==> src/rtl/urpce_map.vh <==
// Register offsets, field positions and reset values of the port status block
// Assumes inclusion by the port logic only; definitions only
`ifndef URPCE_MAP_VH
`define URPCE_MAP_VH
`define URPCE_AW 4
`define URPCE_DW 16
`define URPCE_OFF_PORTSC 4'h0
`define URPCE_OFF_IRQ_STAT 4'h4
`define URPCE_OFF_IRQ_MASK 4'h8
`define URPCE_BIT_CONN 0
`define URPCE_BIT_CONN_CHG 1
`define URPCE_BIT_EN 2
`define URPCE_BIT_EN_CHG 3
`define URPCE_BIT_RSVD7 7
`define URPCE_IRQ_CONN 0
`define URPCE_IRQ_EN 1
`define URPCE_IRQ_W 2
`define URPCE_RST_IRQ 2'h0
`define URPCE_RD_ZERO 16'h0000
`endif

==> src/rtl/urpce_port.v <==
// Root-hub port enable and connect status bits with register port and interrupt
// Assumes a plain strobe bus on ref_clk_i; attach and fault inputs may be async
`timescale 1ns/100ps
`default_nettype none
`include "urpce_map.vh"
// What this block does
// - Port enables only by software writing one
// - Disconnect, fault or software zero disables port
// - Enable bit follows actual port state only
// - Software enable change waits for transaction end
// - Connect change flag set on every change
// - Further changes keep flag set, uncounted
// - Writing one clears connect change flag
// - Pending connect change reported only once
// - Connect status shows present attachment state
// - Enable change set by disconnect or fault disable
module urpce_port (
  // Clock and reset
  input wire ref_clk_i,
  input wire rstn_i,
  // Register port
  input wire [`URPCE_AW-1:0] addr_i,
  input wire [`URPCE_DW-1:0] wdata_i,
  input wire wr_i,
  input wire rd_i,
  output reg [`URPCE_DW-1:0] rdata_o,
  // Port link
  input wire attach_i,
  input wire fault_i,
  input wire busy_i,
  output reg port_en_o,
  // Status change endpoint poll
  input wire poll_i,
  output reg poll_chg_o,
  // Interrupt
  output reg irq_o
);
  ////////////////////////////////////////////////////////////////
  wire attach_s;
  wire fault_s;
  urpce_sync u_sync_att (
    .ref_clk_i(ref_clk_i),
    .rstn_i(rstn_i),
    .d_i(attach_i),
    .q_o(attach_s)
  );
  urpce_sync u_sync_flt (
    .ref_clk_i(ref_clk_i),
    .rstn_i(rstn_i),
    .d_i(fault_i),
    .q_o(fault_s)
  );
  ////////////////////////////////////////////////////////////////
  reg conn;
  reg conn_chg;
  reg en;
  reg en_chg;
  reg req_pend;
  reg req_val;
  reg reported;
  reg [`URPCE_IRQ_W-1:0] irq_stat;
  reg [`URPCE_IRQ_W-1:0] irq_mask;
  wire wr_sc = wr_i && (addr_i == `URPCE_OFF_PORTSC);
  wire wr_is = wr_i && (addr_i == `URPCE_OFF_IRQ_STAT);
  wire wr_im = wr_i && (addr_i == `URPCE_OFF_IRQ_MASK);
  wire disc = conn && !attach_s;
  wire conn_ev = conn != attach_s;
  wire fault_dis = en && (disc || fault_s);
  wire [`URPCE_IRQ_W-1:0] ev = {fault_dis, conn_ev};
  reg next_en;
  reg next_conn_chg;
  reg [`URPCE_IRQ_W-1:0] next_irq_stat;
  ////////////////////////////////////////////////////////////////
  always @* begin
    next_en = en;
    if (req_pend && !busy_i) begin
      next_en = req_val;
    end
    if (fault_dis) begin
      next_en = 1'b0;
    end
    next_conn_chg = conn_chg;
    if (wr_sc && wdata_i[`URPCE_BIT_CONN_CHG]) begin
      next_conn_chg = 1'b0;
    end
    if (conn_ev) begin
      next_conn_chg = 1'b1;
    end
    next_irq_stat = (irq_stat & ~(wr_is ? wdata_i[`URPCE_IRQ_W-1:0] : `URPCE_RST_IRQ)) | ev;
  end
  ////////////////////////////////////////////////////////////////
  always @(posedge ref_clk_i or negedge rstn_i) begin
    if (!rstn_i) begin
      conn <= 1'b0;
      conn_chg <= 1'b0;
      en <= 1'b0;
      en_chg <= 1'b0;
      req_pend <= 1'b0;
      req_val <= 1'b0;
      reported <= 1'b0;
      irq_stat <= `URPCE_RST_IRQ;
      irq_mask <= `URPCE_RST_IRQ;
      rdata_o <= `URPCE_RD_ZERO;
      port_en_o <= 1'b0;
      poll_chg_o <= 1'b0;
      irq_o <= 1'b0;
    end else begin
      conn <= attach_s;
      conn_chg <= next_conn_chg;
      en <= next_en;
      port_en_o <= next_en;
      if (fault_dis) begin
        req_pend <= 1'b0;
      end else if (wr_sc && (wdata_i[`URPCE_BIT_EN] != en)) begin
        req_pend <= 1'b1;
        req_val <= wdata_i[`URPCE_BIT_EN];
      end else if (req_pend && !busy_i) begin
        req_pend <= 1'b0;
      end
      if (fault_dis) begin
        en_chg <= 1'b1;
      end else if (wr_sc && wdata_i[`URPCE_BIT_EN_CHG]) begin
        en_chg <= 1'b0;
      end
      poll_chg_o <= poll_i && conn_chg && !reported;
      if (conn_ev || !next_conn_chg) begin
        reported <= 1'b0;
      end else if (poll_i && conn_chg) begin
        reported <= 1'b1;
      end
      irq_stat <= next_irq_stat;
      if (wr_im) begin
        irq_mask <= wdata_i[`URPCE_IRQ_W-1:0];
      end
      irq_o <= |(next_irq_stat & (wr_im ? wdata_i[`URPCE_IRQ_W-1:0] : irq_mask));
      rdata_o <= `URPCE_RD_ZERO;
      if (rd_i) begin
        case (addr_i)
          `URPCE_OFF_PORTSC: begin
            rdata_o[`URPCE_BIT_CONN] <= conn;
            rdata_o[`URPCE_BIT_CONN_CHG] <= conn_chg;
            rdata_o[`URPCE_BIT_EN] <= en;
            rdata_o[`URPCE_BIT_EN_CHG] <= en_chg;
            rdata_o[`URPCE_BIT_RSVD7] <= 1'b1;
          end
          `URPCE_OFF_IRQ_STAT: begin
            rdata_o[`URPCE_IRQ_W-1:0] <= irq_stat;
          end
          `URPCE_OFF_IRQ_MASK: begin
            rdata_o[`URPCE_IRQ_W-1:0] <= irq_mask;
          end
          default: begin
            rdata_o <= `URPCE_RD_ZERO;
          end
        endcase
      end
    end
  end
endmodule
`default_nettype wire

==> src/rtl/urpce_sync.v <==
// Two-flop synchroniser for one asynchronous level
// Assumes d_i comes from outside the ref_clk_i domain
`timescale 1ns/100ps
`default_nettype none
module urpce_sync (
  // Clock and reset
  input wire ref_clk_i,
  input wire rstn_i,
  // Level
  input wire d_i,
  output reg q_o
);
  reg meta;
  always @(posedge ref_clk_i or negedge rstn_i) begin
    if (!rstn_i) begin
      meta <= 1'b0;
      q_o <= 1'b0;
    end else begin
      meta <= d_i;
      q_o <= meta;
    end
  end
endmodule
`default_nettype wire

==> config.mk <==
export PLATFORM = sky130hd
export DESIGN_NAME = urpce_port
export DESIGN_NICKNAME = d
export VERILOG_FILES = /design/src/rtl/urpce_port.v /design/src/rtl/urpce_sync.v
export VERILOG_INCLUDE_DIRS = /design/src /design/src/rtl
export SDC_FILE = /design/constraint.sdc
export NUM_CORES = 1
export LEC_CHECK = 0
export ABC_AREA = 1
export BUFFER_PORTS_ARGS = -buffer_cell sky130_fd_sc_hd__buf_2
export CORE_MARGIN = 10
export CORE_UTILIZATION = 45
export DETAILED_ROUTE_END_ITERATION = 7
export GPL_ROUTABILITY_DRIVEN = 0
export GPL_TIMING_DRIVEN = 0
export MAX_ROUTING_LAYER = met4
export PLACE_DENSITY = 0.74
export SLEW_MARGIN = 30
export SYNTH_ARGS = -nofsm -noshare
export SYNTH_HDL_FRONTEND = slang
export SYNTH_SLANG_ARGS = --single-unit
==> constraint.sdc <==
create_clock -name ref_clk_i -period 1.2 [get_ports ref_clk_i]
set_input_delay 0.06 -clock ref_clk_i [delete_from_list [all_inputs] [get_ports ref_clk_i]]
set_output_delay 0.06 -clock ref_clk_i [all_outputs]
set_load 0.005 [all_outputs]
==> run metrics, run 1 <==
Req. time, crit path 1390 ps; Pint 1.220 mW; nets@finish 177; GR Overflow Total 0; number of max-cap violations 0; Fillers 211; final instance area 1305 µm²; Max FO, Critical Path 4; TritonCTS clock tree yes; Leak 0.7169 nW; critical path buffer and inverter count 2; Buffers on Ports 23; Die H 67.22 µm; worst vdd ir 0.0007503 V; combinational share of power 0.233; final max-slew violation count 0; die area 4519 µm²; cell taking the most area after synthesis dfrtp_1; fmax 0.8510 GHz; CORE AREA 2170 µm²; Syn Inst Count 103; Hold Path Class input port to register; CP most frequent cell nor2_2; vias 762; Avg Cell Area, Syn 9.742 µm²; CTS max path bufs 2; CTS buffer count 3; top-count cell post-synth nand2_1; DRC errors left 0; Antenna Nets Post-Route 0; Setup Skew 1.296 ps; initial antenna violation count 0; Clock power frac 0.231; Crit path largest cell delay 390 ps; FF+latch count, synth 22; vias in the first global route 821; Period Utilization, post-route 0.9793; H-tree levels 1; Sw Share 0.2901; post-synthesis cell area 1003 µm²; clk sinks 22; Detailed Place HPWL 1.607 mm; Ports 47; Final Hold Viols 0; top post-synthesis cells by count nand2_1, dfrtp_1, buf_4; synth unique cells 21; total wire length 1.964 mm; share of cells above drive strength 1 0.3741; crit-path cells inv_1, ha_2, nor2_2, nor2_2, inv_2, nand3_1, o31ai_1; Setup crit end kind register; multi-input logic area 369.1 µm²; Synthesis Warnings 0; asr flop ratio synth 1.000; Area after DPL 1191 µm²; CP Class register to register; largest net degree at the start of global routing 23; Clock Pin Slew Worst Setup and Hold Paths 120 ps; WL/cell 11.22 µm; Finish-stage setup viols 0; delay-heaviest family, CP flip-flops; Seq/Total Area, Yosys 0.5486; EDFF count, synth 0; number of DRC markers in iteration 0 18; ranking of synthesized cells by area dfrtp_1, nand2_1, buf_4; startpoint types register; Starting Density 0.4625; Root Driver clkbuf_4; Tmin final 1175 ps; n_diodes 0; status finished, final reports clean; area delta synth->final 30.05%; Hold Slack 22.11 ps; area share of the largest cell type after synthesis 0.5486; sequential fraction of design power 0.537; PnR worst setup slack 24.88 ps; TNS Setup 0 ps; mean number of vias per cell 4.354; slowest CP cell dfrtp_1; RSZ-0062 raised after global routing yes; Die W 67.22 µm; final core occ 0.6015; Total GRT Usage 0.09396; first-pass iteration count of the detailed router 4; Net Switching 0.4984 mW; CP Data Arrival Time 1360 ps; Main synth FF type dfrtp_1; pre-CTS setup slack 23.94 ps; register area 550.5 µm²; worst skew pair latency 290 ps; global-route wire length before repair 3.325 mm; pwr/cell area 1317 nW/µm²; Rows 17
[cells in the final DEF, fill, tap and decap left out]
| master | n |
|---|---|
| clkbuf_8 | 1 |
| nand3_2 | 2 |
| inv_2 | 4 |
| nor3_1 | 1 |
| nor2_2 | 3 |
| o21ai_2 | 2 |
| nor3b_1 | 1 |
| nand4_1 | 4 |
| nor2_8 | 1 |
| nor2_4 | 1 |
| dlygate4sd3_1 | 6 |
| o31ai_1 | 2 |
| buf_4 | 12 |
| clkbuf_4 | 3 |
| o21ai_0 | 1 |
| nand2_1 | 22 |
| inv_1 | 9 |
| ha_2 | 1 |
| nand3_4 | 1 |
| dfrtp_1 | 22 |
| nand3_1 | 6 |
| nand2_2 | 1 |
| xor2_1 | 1 |
| conb_1 | 11 |
| buf_2 | 23 |
| nor2_1 | 6 |
[area by class of cell]
class	instances	share of cell area
timing repair buffer	30	0.1400
sequential	22	0.4219
buffer	11	0.06328
clock buffer	4	0.02780
inverter	13	0.03739
multi-input combinational	67	0.2828
tap	28	0.02685
[tightest hold or removal path: stages]
cell	delay, ps
buf_2	110
nand3_1	70
nand2_1	50
[what timing repair did]
action,4_1_cts,5_1_grt
endpoints found under the hold margin,28,0
endpoints found under the setup margin,0,4
gates resized for setup,0,4
buffers inserted,0,1
hold buffers,6,0
[power by group through the flow]
stage,sequential (mW),combinational [mW],clock (mW)
after floorplan,0.930,0.234,0
after global placement,0.932,0.353,0
after detailed placement,0.938,0.369,0
after CTS,0.923,0.386,0.406
after global routing,0.939,0.456,0.443
final,0.922,0.400,0.396
[layer usage]
| layer | track usage | part of all wire | up-vias |
|---|---|---|---|
| li1 | - | - | 393 |
| met1 | 0.09961 | 0.41 | 349 |
| met2 | 0.1600 | 0.51 | 20 |
| met3 | 0.03306 | 0.084 | 0 |
| met4 | 0.03077 | 0 | 0 |
| met5 | - | 0 | - |
[registers in the layout, indices dropped and copies added, names as in the netlist]
register	cells
u_sync_att.q_o	1
u_sync_flt.meta	1
req_val	1
u_sync_flt.q_o	1
conn_chg	1
conn	1
poll_chg_o	1
en_chg	1
en	1
irq_o	1
reported	1
rdata_o	5
irq_stat	2
u_sync_att.meta	1
req_pend	1
irq_mask	2
[final timing paths]
check	cells after the start	endpoint	slack (ps)	from
min in group asynchronous	2	u_sync_flt.meta	240	rstn_i
worst max-delay path	7	en	20	u_sync_att.q_o
worst min-delay path	3	req_val	20	wdata_i[2]
worst min register to register	0	u_sync_att.q_o	370	u_sync_att.meta
max in group asynchronous	2	en_chg	650	rstn_i
worst max register to register	7	en	20	u_sync_att.q_o
[metrics by stage]
step / std cells / power [mW]
2_1_floorplan: 113 / 1.164
3_3_place_gp: 164 / 1.285
3_5_place_dp: 164 / 1.308
4_1_cts: 174 / 1.714
5_1_grt: 175 / 1.838
6_report: 175 / 1.718
[logic make-up after synthesis]
logic type / after synthesis / share of synthesized area
other: 1 / 0.003737
adders and majority gates: 1 / 0.01247
and+or+nand+nor: 49 / 0.2581
xor gates and xnor gates: 1 / 0.008730
buffers and inverters: 24 / 0.1309
AOI/OAI and AO/OA: 5 / 0.03740
DFF: 22 / 0.5486
(Power assumes the default switching activity.)
==> inputs of run 2 (changes only) <==
--- a/config.mk
+++ b/config.mk
@@ -7,14 +7,13 @@
 export NUM_CORES = 1
 export LEC_CHECK = 0
 export ABC_AREA = 1
-export BUFFER_PORTS_ARGS = -buffer_cell sky130_fd_sc_hd__buf_2
-export CORE_MARGIN = 10
-export CORE_UTILIZATION = 45
+export CORE_UTILIZATION = 55
 export DETAILED_ROUTE_END_ITERATION = 7
+export DONT_BUFFER_PORTS = 1
 export GPL_ROUTABILITY_DRIVEN = 0
 export GPL_TIMING_DRIVEN = 0
 export MAX_ROUTING_LAYER = met4
-export PLACE_DENSITY = 0.74
+export PLACE_DENSITY = 0.66
 export SLEW_MARGIN = 30
 export SYNTH_ARGS = -nofsm -noshare
 export SYNTH_HDL_FRONTEND = slang
==> run metrics, run 2 (synthesis results as in run 1) <==
Hold Path Class input port to register; startpoint types register; RSZ-0062 raised after global routing yes; critical path buffer and inverter count 2 (unchanged); status finished, final reports clean; WL met3 81 µm (-51%); first-pass iteration count of the detailed router 4 (unchanged); mean number of vias per cell 4.532 (+4.1%); placed insts 138 (-16%); pre-CTS setup slack 21.79 ps (-2.153 ps); final max-slew violation count 0 (unchanged); CTS max path bufs 2 (unchanged); WL/cell 10.23 µm (-8.9%); Final Non-Filler Cells 158 (-9.7%); Die W 44.72 µm (-33%); nets@finish 163 (-7.9%); final core occ 0.7442 (+0.1427); H-tree levels 1 (unchanged); Detailed Place HPWL 1.121 mm (-30%); slowest CP cell dfrtp_1; TritonCTS clock tree yes; hold depth 4 (+1); Root Driver clkbuf_4; met2 WL 783 µm (-22%); top sig layer met4; CP Class register to register; PnR worst setup slack 71.58 ps (+46.70 ps); crit-path cells inv_1, ha_1, nor2_2, nor2_2, inv_2, nand3_2, nand2_1, nand2_1; Tmin final 1128 ps (-46.70 ps); GR Overflow Total 0 (unchanged); fmax 0.8862 GHz (+4.1%); Die H 44.72 µm (-33%); Area after DPL 1072 µm² (-10%); Setup crit end kind register; Buffers on Ports 0 (-100%); number of max-cap violations 0 (unchanged); Total GRT Usage 0.2051 (+0.1112); vias in the first global route 681 (-17%); Ports 47 (unchanged); area delta synth->final 28.05%; Hold Slack 12.02 ps (-10.09 ps); Clock Pin Slew Worst Setup and Hold Paths 120 ps (about the same); die area 1999 µm² (-56%); max FFs per register 5 (unchanged); Setup Fix Bufs, Post-CTS 0 (unchanged); Rows 15 (-2); Antenna Nets Post-Route 0 (unchanged); Setup Skew 6.834 ps (+5.538 ps); Max FO, Critical Path 4 (unchanged); share of cells above drive strength 1 0.2256 (-0.1486); DRC errors left 0 (unchanged); total wire length 1.616 mm (-18%); Met1 Wirelength 737 µm (-7.5%); Crit path depth 8 (+1); FF-to-FF path depth 8 (+1); final instance area 1285 µm² (-1.5%); pwr/cell area 1428 nW/µm² (+8.4%); Largest regs rdata_o: 5 flops, irq_mask: 2 flops, irq_stat: 2 flops; most frequent cells in the layout nand2_1, dfrtp_1, dlygate4sd3_1, buf_4, conb_1; CORE AREA 1727 µm² (-20%); worst vdd ir 0.001289 V (+72%); Finish-stage setup viols 0 (unchanged); n_diodes 0 (unchanged); vias 716 (-6.0%); initial antenna violation count 0 (unchanged); global-route wire length before repair 2.863 mm (-14%); Leak 0.6609 nW (-7.8%); Reg with most FFs rdata_o; worst skew pair latency 310 ps (+20 ps); Req. time, crit path 1410 ps (+20 ps); clk sinks 22 (unchanged); Starting Density 0.5812 (+0.1186); setup slack, reg-to-reg 70 ps (+50 ps); Period Utilization, post-route 0.9404 (-0.03891); largest net degree at the start of global routing 23 (unchanged); CTS buffer count 3 (unchanged); number of DRC markers in iteration 0 3 (-15); delay-heaviest family, CP flip-flops; Crit path largest cell delay 370 ps (-20 ps); commonest non-fill, non-tap cell in the layout nand2_1; CP Data Arrival Time 1340 ps (-20 ps); Final Hold Viols 0 (unchanged)
-- run 2: final timing paths --
check                            endpoint             from
min reg2reg                u_sync_flt.q_o  u_sync_flt.meta
min in group asynchronous        conn_chg           rstn_i
min                               req_val             wr_i
max                               req_val   u_sync_att.q_o
max reg2reg                       req_val   u_sync_att.q_o
max in group asynchronous            conn           rstn_i
-- run 2: final cells by class --
class | instances | area (µm²)
inverter | 13 | 48.80
tap | 25 | 31.28
fill | 133 | 441.7
timing repair buffer | 16 | 155.1
sequential | 22 | 550.5
clock buffer | 3 | 22.52
buffer | 11 | 82.58
multi-input combinational | 67 | 364.1
clock inverter | 1 | 30.03
-- run 2: stage by stage --
stage / setup TNS, ps / total power, mW
CTS: 0 / 1.844
global route: -57.99 / 1.953
global placement: 0 / 1.209
finish: 0 / 1.834
detailed placement: 0 / 1.223
floorplan: 0 / 1.164
-- run 2: timing repair --
item	in CTS	in global routing
pin swaps	0	1
hold endpoints to repair	41	22
setup endpoints to repair	2	4
hold buffers	15	1
gates resized for setup	1	1
-- run 2: layer usage --
metal / vias up / GRT usage
met3: 2 / 0.07200
li1: 367 / -
met4: 0 / 0.04848
met2: 27 / 0.3118
met1: 320 / 0.2660
met5: - / -
-- run 2: where the power goes --
part           switching [mW]  internal (mW)
clock network           0.217          0.338
logic                   0.193          0.150
registers              0.0748          0.862
total                   0.485           1.35
-- run 2: worst reg2reg max path: stages (launching register included) --
cell and delay (ps):
dfrtp_1 370, inv_1 50, ha_1 200, nor2_2 90, nor2_2 60, inv_2 80
nand3_2 80, nand2_1 60, nand2_1 50
==> inputs of run 3 (changes only) <==
--- a/config.mk
+++ b/config.mk
@@ -13,7 +13,7 @@
 export GPL_ROUTABILITY_DRIVEN = 0
 export GPL_TIMING_DRIVEN = 0
 export MAX_ROUTING_LAYER = met4
-export PLACE_DENSITY = 0.66
+export PLACE_DENSITY = 0.7
 export SLEW_MARGIN = 30
 export SYNTH_ARGS = -nofsm -noshare
 export SYNTH_HDL_FRONTEND = slang
==> run metrics, run 3 (synthesis results as in run 1) <==
multi-input logic area 381.6 µm² (+4.8%); vias 750 (+4.7%); TritonCTS clock tree yes; n_diodes 0 (unchanged); status finished, final reports clean; Ports 47 (unchanged); area delta synth->final 31.30%; Detailed Place HPWL 1.183 mm (+5.5%); Final Hold Viols 0 (unchanged); Leak 0.6729 nW (+1.8%); CP Class input port to register; Setup crit end kind register; CTS max path bufs 2 (unchanged); WL/cell 11.16 µm (+9.1%); commonest non-fill, non-tap cell in the layout nand2_1; Hold Path Class input port to register; number of DRC markers in iteration 0 8 (+5); largest net degree at the start of global routing 23 (unchanged); nets@finish 165 (+1.2%); number of max-cap violations 0 (unchanged); hold path start addr_i[3]; Period Utilization, post-route 0.9622 (+0.02189); clk sinks 22 (unchanged); Root Driver clkbuf_4; hold depth 4 (unchanged); mean number of vias per cell 4.688 (+3.4%); Total GRT Usage 0.2139 (+0.008776); Rows 15 (unchanged); Die W 44.72 µm (unchanged); worst skew pair latency 310 ps (about the same); most frequent cells in the layout nand2_1, dfrtp_1, dlygate4sd3_1, buf_4, conb_1; final max-slew violation count 0 (unchanged); r2r startpoint conn; initial antenna violation count 0 (unchanged); final core occ 0.7630 (+0.01884); CORE AREA 1727 µm² (unchanged); DRC errors left 0 (unchanged); CP Data Arrival Time 1370 ps (+30 ps); setup slack, reg-to-reg 60 ps (about the same); register area 550.5 µm² (unchanged); Fillers 122 (-8.3%); pwr/cell area 1423 nW/µm² (-0.29%); Largest regs rdata_o: 5 flops, irq_mask: 2 flops, irq_stat: 2 flops; WL met3 83 µm (+2.5%); Hold Path End irq_stat[0]; Antenna Nets Post-Route 0 (unchanged); first-pass iteration count of the detailed router 4 (unchanged); worst vdd ir 0.001057 V (-18%); CTS buffer count 3 (unchanged); max FFs per register 5 (unchanged); RR Endpoint req_val; Reg with most FFs rdata_o; FF-to-FF path depth 7 (-1); Setup Skew 3.572 ps (-3.262 ps); Req. time, crit path 1410 ps (about the same); top sig layer met4; fmax 0.8660 GHz (-2.3%); startpoint types input port; global-route wire length before repair 2.877 mm (+0.49%); Starting Density 0.5812 (unchanged); GR Overflow Total 0 (unchanged); Max FO, Critical Path 7 (+3); Die H 44.72 µm (unchanged); H-tree levels 1 (unchanged); Finish-stage setup viols 0 (unchanged); total wire length 1.785 mm (+10%); met2 WL 969 µm (+24%); vias in the first global route 716 (+5.1%); Met1 Wirelength 691 µm (-6.2%); Buffers on Ports 0 (unchanged); Clock Pin Slew Worst Setup and Hold Paths 120 ps (about the same); TNS Setup 0 ps (unchanged); RSZ-0062 raised after global routing yes; die area 1999 µm² (unchanged); share of cells above drive strength 1 0.2519 (+0.02629); Tmin final 1155 ps (+26.27 ps)
==> run 3: cell types whose count changed in the layout (fill, tap and decap cells not counted) <==
cell and delta:
buf_4 +2, nor2_2 -2, nor2_4 +2, ha_1 -1, ha_2 +1, o31ai_1 -1
o31ai_2 +1
==> run 3: area by class of cell <==
cell class / count / area share
Clock buffer: 3 / 0.01709
Sequential cell: 22 / 0.4179
Timing Repair Buffer: 18 / 0.1292
Buffer: 11 / 0.06268
Tap cell: 25 / 0.02374
Inverter: 13 / 0.03704
Clock inverter: 1 / 0.02279
Multi-Input combinational cell: 67 / 0.2896
==> run 3: power breakdown <==
group	internal, mW	switching [mW]
sequential	0.862	0.0715
clock	0.338	0.223
combinational	0.167	0.214
==> run 3: repair_timing <==
item                                    4_1_cts  5_1_grt
buffers inserted                              0        2
hold buffers                                 15        1
endpoints found under the setup margin        0        5
endpoints found under the hold margin        41       22
resized for setup                             0        6
==> run 3: critical path, cell delays in order <==
cell and delay, ps:
dlygate4sd3_1 620, nor2_8 200, buf_4 150, nand4_1 90, nand2_1 80, nand2_1 70
nand2_1 60, nand2_1 40
==> run 3: metrics by stage <==
stage	hold WS (ps)	cells	total power, mW	cell area (µm²)	setup slack [ps]
global route	39.47	160	1.978	1318	-31.29
detailed placement	-235.1	138	1.229	1072	45.57
finish	15.68	160	1.875	1318	45.31
CTS	11.35	157	1.849	1275	29.01
global placement	-235.2	138	1.204	1072	67.16
floorplan	-235.6	113	1.164	1041	140.1
==> run 3: worst max path at each step <==
stage                   start        to  slack [ps]  cells after the start
2_1_floorplan  u_sync_att.q_o  req_pend         140                      7
3_3_place_gp   u_sync_att.q_o  req_pend          70                      7
3_5_place_dp             conn   req_val          50                      7
4_1_cts                  conn   req_val          30                      7
5_1_grt             addr_i[0]     irq_o         -30                      8
6_report            addr_i[0]     irq_o          50                      8
==> run 3: per-layer routing <==
| layer | global-route usage | vias up |
|---|---|---|
| met1 | 0.2398 | 354 |
| met4 | 0.09091 | 0 |
| met2 | 0.3765 | 23 |
| li1 | - | 369 |
| met5 | - | - |
| met3 | 0.03600 | 4 |
